File: src/bhp_defines.vh
/*
 byte host port constants: address fields, queue locations, status bits, packet codes.
 assumes inclusion by bare name from the design files.
*/
`ifndef BHP_DEFINES_VH
`define BHP_DEFINES_VH
`define BHP_QUAD_IDX_HI 7
`define BHP_QUAD_IDX_LO 2
`define BHP_COMMIT_BIT 8
`define BHP_REG_IDX_W 6
`define BHP_RXREQ_IDX 6'h30
`define BHP_RXRSP_IDX 6'h31
`define BHP_ACK_IDX 6'h32
`define BHP_ACK_REQ_AV 0
`define BHP_ACK_RSP_AV 1
`define BHP_ACK_REQ_LAST 2
`define BHP_ACK_RSP_LAST 3
`define BHP_ACK_REQ_ERR 4
`define BHP_ACK_RSP_ERR 5
`define BHP_SHADOW_RST 32'h00000000
`define BHP_TC_QRD_REQ 4'h4
`define BHP_TC_WR_RSP 4'h2
`define BHP_TC_QWR_REQ 4'h0
`define BHP_TC_QRD_RSP 4'h6
`define BHP_TC_BRD_REQ 4'h5
`define BHP_TC_BWR_REQ 4'h1
`define BHP_TC_BRD_RSP 4'h7
`define BHP_TC_LOCK_REQ 4'h9
`define BHP_TC_LOCK_RSP 4'hb
`define BHP_TC_UNFMT 4'he
`define BHP_FMT_NODATA 2'h0
`define BHP_FMT_QUAD 2'h1
`define BHP_FMT_BLOCK 2'h2
`define BHP_FMT_UNFMT 2'h3
`define BHP_NODATA_HDR_QUADS 3'h3
`endif

File: src/bhp_rx_buffer.v
/*
 two-entry valid/ready buffer for 33-bit receive words (last flag + quadlet).
 assumes one clock, synchronous active-low reset and a common clock enable.
*/
`default_nettype none
module bhp_rx_buffer #(
  parameter WIDTH = 33
) (
  input wire clock,
  input wire rstn,
  input wire clockEnable,
  input wire inValid,
  output wire inReady,
  input wire [WIDTH-1:0] inData,
  output wire outValid,
  input wire outReady,
  output wire [WIDTH-1:0] outData
);
  reg [WIDTH-1:0] slot0;
  reg [WIDTH-1:0] slot1;
  reg [1:0] count;
  wire push = inValid && inReady;
  wire pop = outValid && outReady;
  assign inReady = (count != 2'h2);
  assign outValid = (count != 2'h0);
  assign outData = slot0;
  always @(posedge clock) begin
    if (!rstn) begin
      count <= 2'h0;
      slot0 <= {WIDTH{1'b0}};
      slot1 <= {WIDTH{1'b0}};
    end else if (clockEnable) begin
      // slot0 is always the head
      if (pop) begin
        slot0 <= (count == 2'h2) ? slot1 : inData;
      end else if (push && count == 2'h0) begin
        slot0 <= inData;
      end
      if (push && ((count == 2'h1 && !pop) || (count == 2'h2 && pop))) begin
        slot1 <= inData;
      end
      if (push && !pop) begin
        count <= count + 2'h1;
      end else if (pop && !push) begin
        count <= count - 2'h1;
      end
    end
  end
endmodule
`default_nettype wire

File: src/bhp_host_port.v
/*
 byte-wide host port: read/write shadow registers, commit to internal registers,
 receive queue draining with status and error flags, transmit layout decode.
 assumes host strobes are synchronous to clock (still double-sampled) and that
 the register file answers regRdData combinationally for regAddr.
*/
`default_nettype none
`include "bhp_defines.vh"
module bhp_host_port #(
  parameter AW = 9,
  parameter DW = 8
) (
  input wire clock,
  input wire rstn,
  input wire clockEnable,
  input wire host_select_n,
  input wire host_read_strobe_n,
  input wire host_write_strobe_n,
  input wire [AW-1:0] hostAddr,
  input wire [DW-1:0] host_data_bus_in,
  output wire [DW-1:0] host_data_bus_out,
  output wire host_data_bus_oe,
  output wire host_irq_n_out,
  output wire host_irq_n_oe,
  input wire irqRequest,
  output reg regWrite,
  output reg [`BHP_REG_IDX_W-1:0] regAddr,
  output reg [31:0] regWrData,
  input wire [31:0] regRdData,
  input wire reqValid,
  output wire reqReady,
  input wire [31:0] reqData,
  input wire reqLast,
  input wire rspValid,
  output wire rspReady,
  input wire [31:0] rspData,
  input wire rspLast,
  input wire [3:0] txTcode,
  output reg [1:0] txFormat,
  output reg [2:0] txHeaderQuads,
  output reg txTcodeBad,
  output wire [31:0] asyncIrqAck,
  input wire ackClearWrite,
  input wire [31:0] ackClearMask
);
  wire host_addr_bit0 = hostAddr[0];
  wire host_addr_bit1 = hostAddr[1];
  wire host_commit_line = hostAddr[`BHP_COMMIT_BIT];
  wire [`BHP_REG_IDX_W-1:0] quadIdx =
    hostAddr[`BHP_QUAD_IDX_HI:`BHP_QUAD_IDX_LO];
  // two-flop resample; stage 1 read only by stage 2
  reg [2:0] syncA;
  reg [2:0] syncB;
  reg rdPrev;
  reg wrPrev;
  wire rdAct = !syncB[0] && !syncB[1];
  wire wrAct = !syncB[0] && !syncB[2];
  wire rdStart = rdAct && !rdPrev;
  wire wrStart = wrAct && !wrPrev;
  reg [31:0] writeShadow;
  reg [31:0] readShadow;
  reg snapPending;
  reg [31:0] nextWriteShadow;
  reg [7:0] outByte;
  // transfer registers fed by the two-entry buffers
  wire reqBufValid;
  wire rspBufValid;
  wire [32:0] reqBufData;
  wire [32:0] rspBufData;
  wire reqPop = rdStart && host_commit_line && quadIdx == `BHP_RXREQ_IDX;
  wire rspPop = rdStart && host_commit_line && quadIdx == `BHP_RXRSP_IDX;
  reg [5:0] ackBits;
  bhp_rx_buffer #(.WIDTH(33)) reqBuffer (
    .clock(clock),
    .rstn(rstn),
    .clockEnable(clockEnable),
    .inValid(reqValid),
    .inReady(reqReady),
    .inData({reqLast, reqData}),
    .outValid(reqBufValid),
    .outReady(reqPop),
    .outData(reqBufData)
  );
  bhp_rx_buffer #(.WIDTH(33)) rspBuffer (
    .clock(clock),
    .rstn(rstn),
    .clockEnable(clockEnable),
    .inValid(rspValid),
    .inReady(rspReady),
    .inData({rspLast, rspData}),
    .outValid(rspBufValid),
    .outReady(rspPop),
    .outData(rspBufData)
  );
  always @(posedge clock) begin
    if (!rstn) begin
      syncA <= 3'h7;
      syncB <= 3'h7;
      rdPrev <= 1'b0;
      wrPrev <= 1'b0;
    end else if (clockEnable) begin
      syncA <= {host_write_strobe_n, host_read_strobe_n, host_select_n};
      syncB <= syncA;
      rdPrev <= rdAct;
      wrPrev <= wrAct;
    end
  end
  always @* begin
    nextWriteShadow = writeShadow;
    // one lane only, byte 0 is most significant
    case ({host_addr_bit1, host_addr_bit0})
      2'h0: nextWriteShadow[31:24] = host_data_bus_in;
      2'h1: nextWriteShadow[23:16] = host_data_bus_in;
      2'h2: nextWriteShadow[15:8] = host_data_bus_in;
      default: nextWriteShadow[7:0] = host_data_bus_in;
    endcase
  end
  always @(posedge clock) begin
    if (!rstn) begin
      writeShadow <= `BHP_SHADOW_RST;
      regWrite <= 1'b0;
      regAddr <= {`BHP_REG_IDX_W{1'b0}};
      regWrData <= `BHP_SHADOW_RST;
    end else if (clockEnable) begin
      regWrite <= 1'b0;
      if (wrStart) begin
        writeShadow <= nextWriteShadow;
        if (host_commit_line) begin
          // untouched bytes carry their earlier value
          regWrite <= 1'b1;
          regAddr <= quadIdx;
          regWrData <= nextWriteShadow;
        end
      end else if (rdStart && host_commit_line) begin
        regAddr <= quadIdx;
      end
    end
  end
  always @(posedge clock) begin
    if (!rstn) begin
      readShadow <= `BHP_SHADOW_RST;
      snapPending <= 1'b0;
      ackBits <= 6'h00;
    end else if (clockEnable) begin
      // snapshot a cycle late: regAddr only points at the target after the start edge
      snapPending <= rdStart && host_commit_line && !reqPop && !rspPop;
      // an empty queue read leaves the shadow alone
      if (reqPop) begin
        if (reqBufValid) begin
          readShadow <= reqBufData[31:0];
        end
      end else if (rspPop) begin
        if (rspBufValid) begin
          readShadow <= rspBufData[31:0];
        end
      end else if (snapPending) begin
        readShadow <= regRdData;
      end
      // errors are sticky; a set in the clearing cycle wins
      ackBits[`BHP_ACK_REQ_ERR] <= (ackBits[`BHP_ACK_REQ_ERR] &&
        !(ackClearWrite && ackClearMask[`BHP_ACK_REQ_ERR])) ||
        (reqPop && !reqBufValid);
      ackBits[`BHP_ACK_RSP_ERR] <= (ackBits[`BHP_ACK_RSP_ERR] &&
        !(ackClearWrite && ackClearMask[`BHP_ACK_RSP_ERR])) ||
        (rspPop && !rspBufValid);
      ackBits[`BHP_ACK_REQ_AV] <= reqBufValid;
      ackBits[`BHP_ACK_RSP_AV] <= rspBufValid;
      ackBits[`BHP_ACK_REQ_LAST] <= reqBufValid && reqBufData[32];
      ackBits[`BHP_ACK_RSP_LAST] <= rspBufValid && rspBufData[32];
    end
  end
  assign asyncIrqAck = {26'h0000000, ackBits};
  // combinational byte pick so the address may stream all four bytes
  always @* begin
    case ({host_addr_bit1, host_addr_bit0})
      2'h0: outByte = readShadow[31:24];
      2'h1: outByte = readShadow[23:16];
      2'h2: outByte = readShadow[15:8];
      default: outByte = readShadow[7:0];
    endcase
  end
  // raw pins drive the bus so data follows the strobe without delay
  assign host_data_bus_out = outByte;
  assign host_data_bus_oe = !host_select_n && !host_read_strobe_n;
  assign host_irq_n_out = 1'b0;
  assign host_irq_n_oe = irqRequest;
  always @* begin
    txTcodeBad = 1'b0;
    txHeaderQuads = 3'h4;
    case (txTcode)
      `BHP_TC_QRD_REQ, `BHP_TC_WR_RSP: begin
        txFormat = `BHP_FMT_NODATA;
        txHeaderQuads = `BHP_NODATA_HDR_QUADS;
      end
      `BHP_TC_QWR_REQ, `BHP_TC_QRD_RSP, `BHP_TC_BRD_REQ: begin
        txFormat = `BHP_FMT_QUAD;
      end
      `BHP_TC_BWR_REQ, `BHP_TC_BRD_RSP, `BHP_TC_LOCK_REQ, `BHP_TC_LOCK_RSP: begin
        txFormat = `BHP_FMT_BLOCK;
      end
      `BHP_TC_UNFMT: begin
        txFormat = `BHP_FMT_UNFMT;
        txHeaderQuads = 3'h0;
      end
      default: begin
        txFormat = `BHP_FMT_UNFMT;
        txHeaderQuads = 3'h0;
        txTcodeBad = 1'b1;
      end
    endcase
  end
endmodule
`default_nettype wire

File: config.mk
export PLATFORM = sky130hd
export DESIGN_NAME = bhp_host_port
export DESIGN_NICKNAME = d
export VERILOG_FILES = /design/src/bhp_rx_buffer.v /design/src/bhp_host_port.v
export VERILOG_INCLUDE_DIRS = /design/src
export SDC_FILE = /design/constraint.sdc
export NUM_CORES = 1
export LEC_CHECK = 0
export BUFFER_PORTS_ARGS = -buffer_cell sky130_fd_sc_hd__buf_2
export CORE_ASPECT_RATIO = 1.4
export CORE_MARGIN = 2
export CORE_UTILIZATION = 59
export CTS_CLUSTER_SIZE = 30
export DETAILED_ROUTE_END_ITERATION = 6
export GPL_TIMING_DRIVEN = 0
export MAX_ROUTING_LAYER = met4
export PLACE_DENSITY = 0.95
export SLEW_MARGIN = 20
export SYNTH_ARGS = -nofsm -noshare
export SYNTH_HDL_FRONTEND = slang
export SYNTH_SLANG_ARGS = --single-unit
File: constraint.sdc
create_clock -name clock -period 7.56 [get_ports clock]
set_clock_uncertainty 0.2 [all_clocks]
set_input_delay 1.89 -clock clock [delete_from_list [all_inputs] [get_ports clock]]
set_output_delay 1.89 -clock clock [all_outputs]
set_load 0.05 [all_outputs]
==> out/qor.csv <==
metric,value,unit
synth-async-reset-ratio,0,
cts.clk_slew.worst_paths,0.06,ns
placed_area,0.0133,mm^2
rows,61,
avgSynthCellArea,8.83,um^2
pwr_density_cell,210,mW/mm^2
synthCells,1361,
drv_cap,0,
track_usage,0.325,
design_area,0.0141,mm^2
finalSetupViolCount,0,
ctsHoldBuffers,0,
cts_setup_buffers,0,
synth_area,0.0120,mm^2
grt_pass1_wl,56.1,mm
start_util,0.604,
yosysMostFrequentCell,nand2_1,
yosys_warnings,0,
vias,11400,
ys.flop_type,dfxtp_1,
synth_top_cell_by_area,dfxtp_1,
synthToLayoutAreaGrowth,17.6,%
path_class,primary input to primary output,
p_leak,6.59,nW
crit_cells,5,
reg2reg_depth,9,
drive_above_1_share,0.188,
synth_seq_cells,254,
fin_nets,1765,
die_h,173,um
clkLatencyLatePin,0.53,ns
hold_viol,0,
dp.cells,1821,
io_buffers,182,
synth_top_area_frac,0.423,
cp_slowest_cell,buf_1,
die_w,125,um
num_io_pins,251,
antenna_found_initial,2,
first_iter_violations,1136,
grt_max_degree,15,
clock-sinks,254,
drc,0,
gr-total-overflow,0,
synth_area_leaders,"dfxtp_1, mux2i_1, nand2_1",
globalplace.congestion,0.983,
first_global_vias,11300,
synth_edf_count,0,
synthTopCellsByCount,"nand2_1, dfxtp_1, mux2i_1",
finalPower,2.97,mW
crit_top_cell,buf_2,
hpwl,26.1,mm
hold_class,flop to flop,
yosysUniqueCellTypes,51,
worst_setup_path_end_kind,primary output,
numCtsBuffers,25,
required,5.47,ns
h-tree-depth,1,
min_period,5.68,ns
viasPerCell,6.09,
fin_cells,1866,
status,"complete, no violations",
slew_headroom,0.484,
max_stage_delay,0.52,ns
crit_family,buffers and inverters,
finalWirelength,35.3,mm
reg2reg_slack,4.71,ns
fin_hold_ws,0.256,ns
clock-root-buffer,clkbuf_16,
dr.pass1.iters,5,
timing.fmax,176,MHz
cts_resized,0,
peakVddDrop,0.215,mV
yosysSeqAreaShare,0.423,
post-route-period-util,0.752,
fillers,1432,
fp.coreArea,0.0199,mm^2
rsz0062_at_grt,false,
die-area,0.0216,mm^2
tritoncts,yes,
path_cells,buf_2 > clkbuf_1 > buf_1 > mux4_2 > buf_2,
clockBufferDepth,3,
worst_pin_slew,0.774,ns
cp_max_fo,10,
final.setup.tns,0,ns
wire_per_inst,18.9,um
critPathBufInv,4,
slew_viol_final,0,
startpoint_type,primary input,
antenna_left,0,
worstHoldPathCells,2,
cp.arrival,3.59,ns
cells by family (layout without fill, tap and decap cells):
| logic type | Yosys count | in the layout | share of synthesized area |
|---|---|---|---|
| simple gates | 461 | 461 | 0.171 |
| compound gates | 282 | 282 | 0.167 |
| flops | 254 | 254 | 0.423 |
| mux | 177 | 177 | 0.156 |
| buf+inv | 173 | 398 | 0.0704 |
| fa+ha+maj | 8 | 8 | 0.00832 |
| xor+xnor | 5 | 5 | 0.00364 |
| other cells | 1 | 29 | 0.000312 |
cells in the final DEF, fill, tap and decap left out, types with 3 or more instances in the layout:
master / synthesis / routed
a31oi_1: 35 / 35
ha_1: 8 / 8
o31ai_1: 66 / 66
buf_4: 33 / 33
buf_2: 23 / 205
nor2b_1: 24 / 24
o21ai_0: 45 / 45
xnor2_1: 4 / 4
clkbuf_16: 0 / 25
mux4_2: 8 / 8
buf_6: 6 / 6
nand3_1: 85 / 85
mux2i_1: 169 / 169
buf_1: 15 / 15
o211a_1: 34 / 34
a21boi_0: 25 / 25
and3_1: 3 / 3
o221ai_1: 32 / 32
nor2_1: 7 / 7
nand2b_1: 3 / 3
dfxtp_1: 254 / 254
a21oi_1: 34 / 34
and2_1: 7 / 7
clkbuf_8: 0 / 7
clkbuf_1: 85 / 87
conb_1: 1 / 27
inv_1: 11 / 11
nand2_1: 311 / 311
clkinv_2: 0 / 6
worst min-delay path, stage by stage (launching register included):
cell and delay [ns]:
dfxtp_1 0.31, nand2_1 0.05, o21ai_0 0.06
per-layer routing:
layer	wire [um]	up-vias	track usage
met3	3150	182	0.0492
met1	12200	5254	0.341
met4	2480	0	0.218
met5	0	-	-
li1	-	5226	-
met2	17500	694	0.561
sequential cells by signal, indices dropped and copies added (netlist names), 2 cells and up:
register,count
reqBuffer.outData,33
reqBuffer.slot1,33
rspBuffer.outData,33
rspBuffer.slot1,33
readShadow,32
regWrData,32
writeShadow,32
ackBits,6
regAddr,6
syncA,3
syncB,3
reqBuffer.count,2
rspBuffer.count,2
power by group:
group / switching (mW) / internal [mW]
Clock: 0.524 / 0.673
Sequential: 0.0306 / 1.38
Combinational: 0.231 / 0.127
Total: 0.786 / 2.18
path summary, 6_finish.rpt:
| path | end | from |
|---|---|---|
| worst max register to register | reqBuffer.count[1]$_SDFFE_PN0P_ | syncB[1]$_SDFFE_PN1P_ |
| worst min-delay path | reqBuffer.slot1[28]$_SDFFE_PN0P_ | reqBuffer.slot1[28]$_SDFFE_PN0P_ |
| worst max-delay path | host_data_bus_out[2] | hostAddr[1] |
| worst min register to register | reqBuffer.slot1[28]$_SDFFE_PN0P_ | reqBuffer.slot1[28]$_SDFFE_PN0P_ |
stage by stage:
step,setup slack [ns],util
5_1_grt,1.84,0.710
3_5_place_dp,1.93,0.670
2_1_floorplan,1.80,-
4_1_cts,1.93,0.709
3_3_place_gp,1.93,0.670
6_report,1.88,0.710
final cells by class:
type / instances / area (um^2) / area share
clock inverters: 9 / 53.8 / 0.00381
multi-input cells: 960 / 6190 / 0.438
plain buffers: 162 / 806 / 0.0570
inverters: 11 / 41.3 / 0.00292
flip-flops and latches: 254 / 5080 / 0.360
clock buffers: 34 / 729 / 0.0516
repair buffers: 182 / 911 / 0.0644
diodes: 2 / 5.00 / 0.000354
well taps: 252 / 315 / 0.0223
Power figures use the tool's default switching activity.
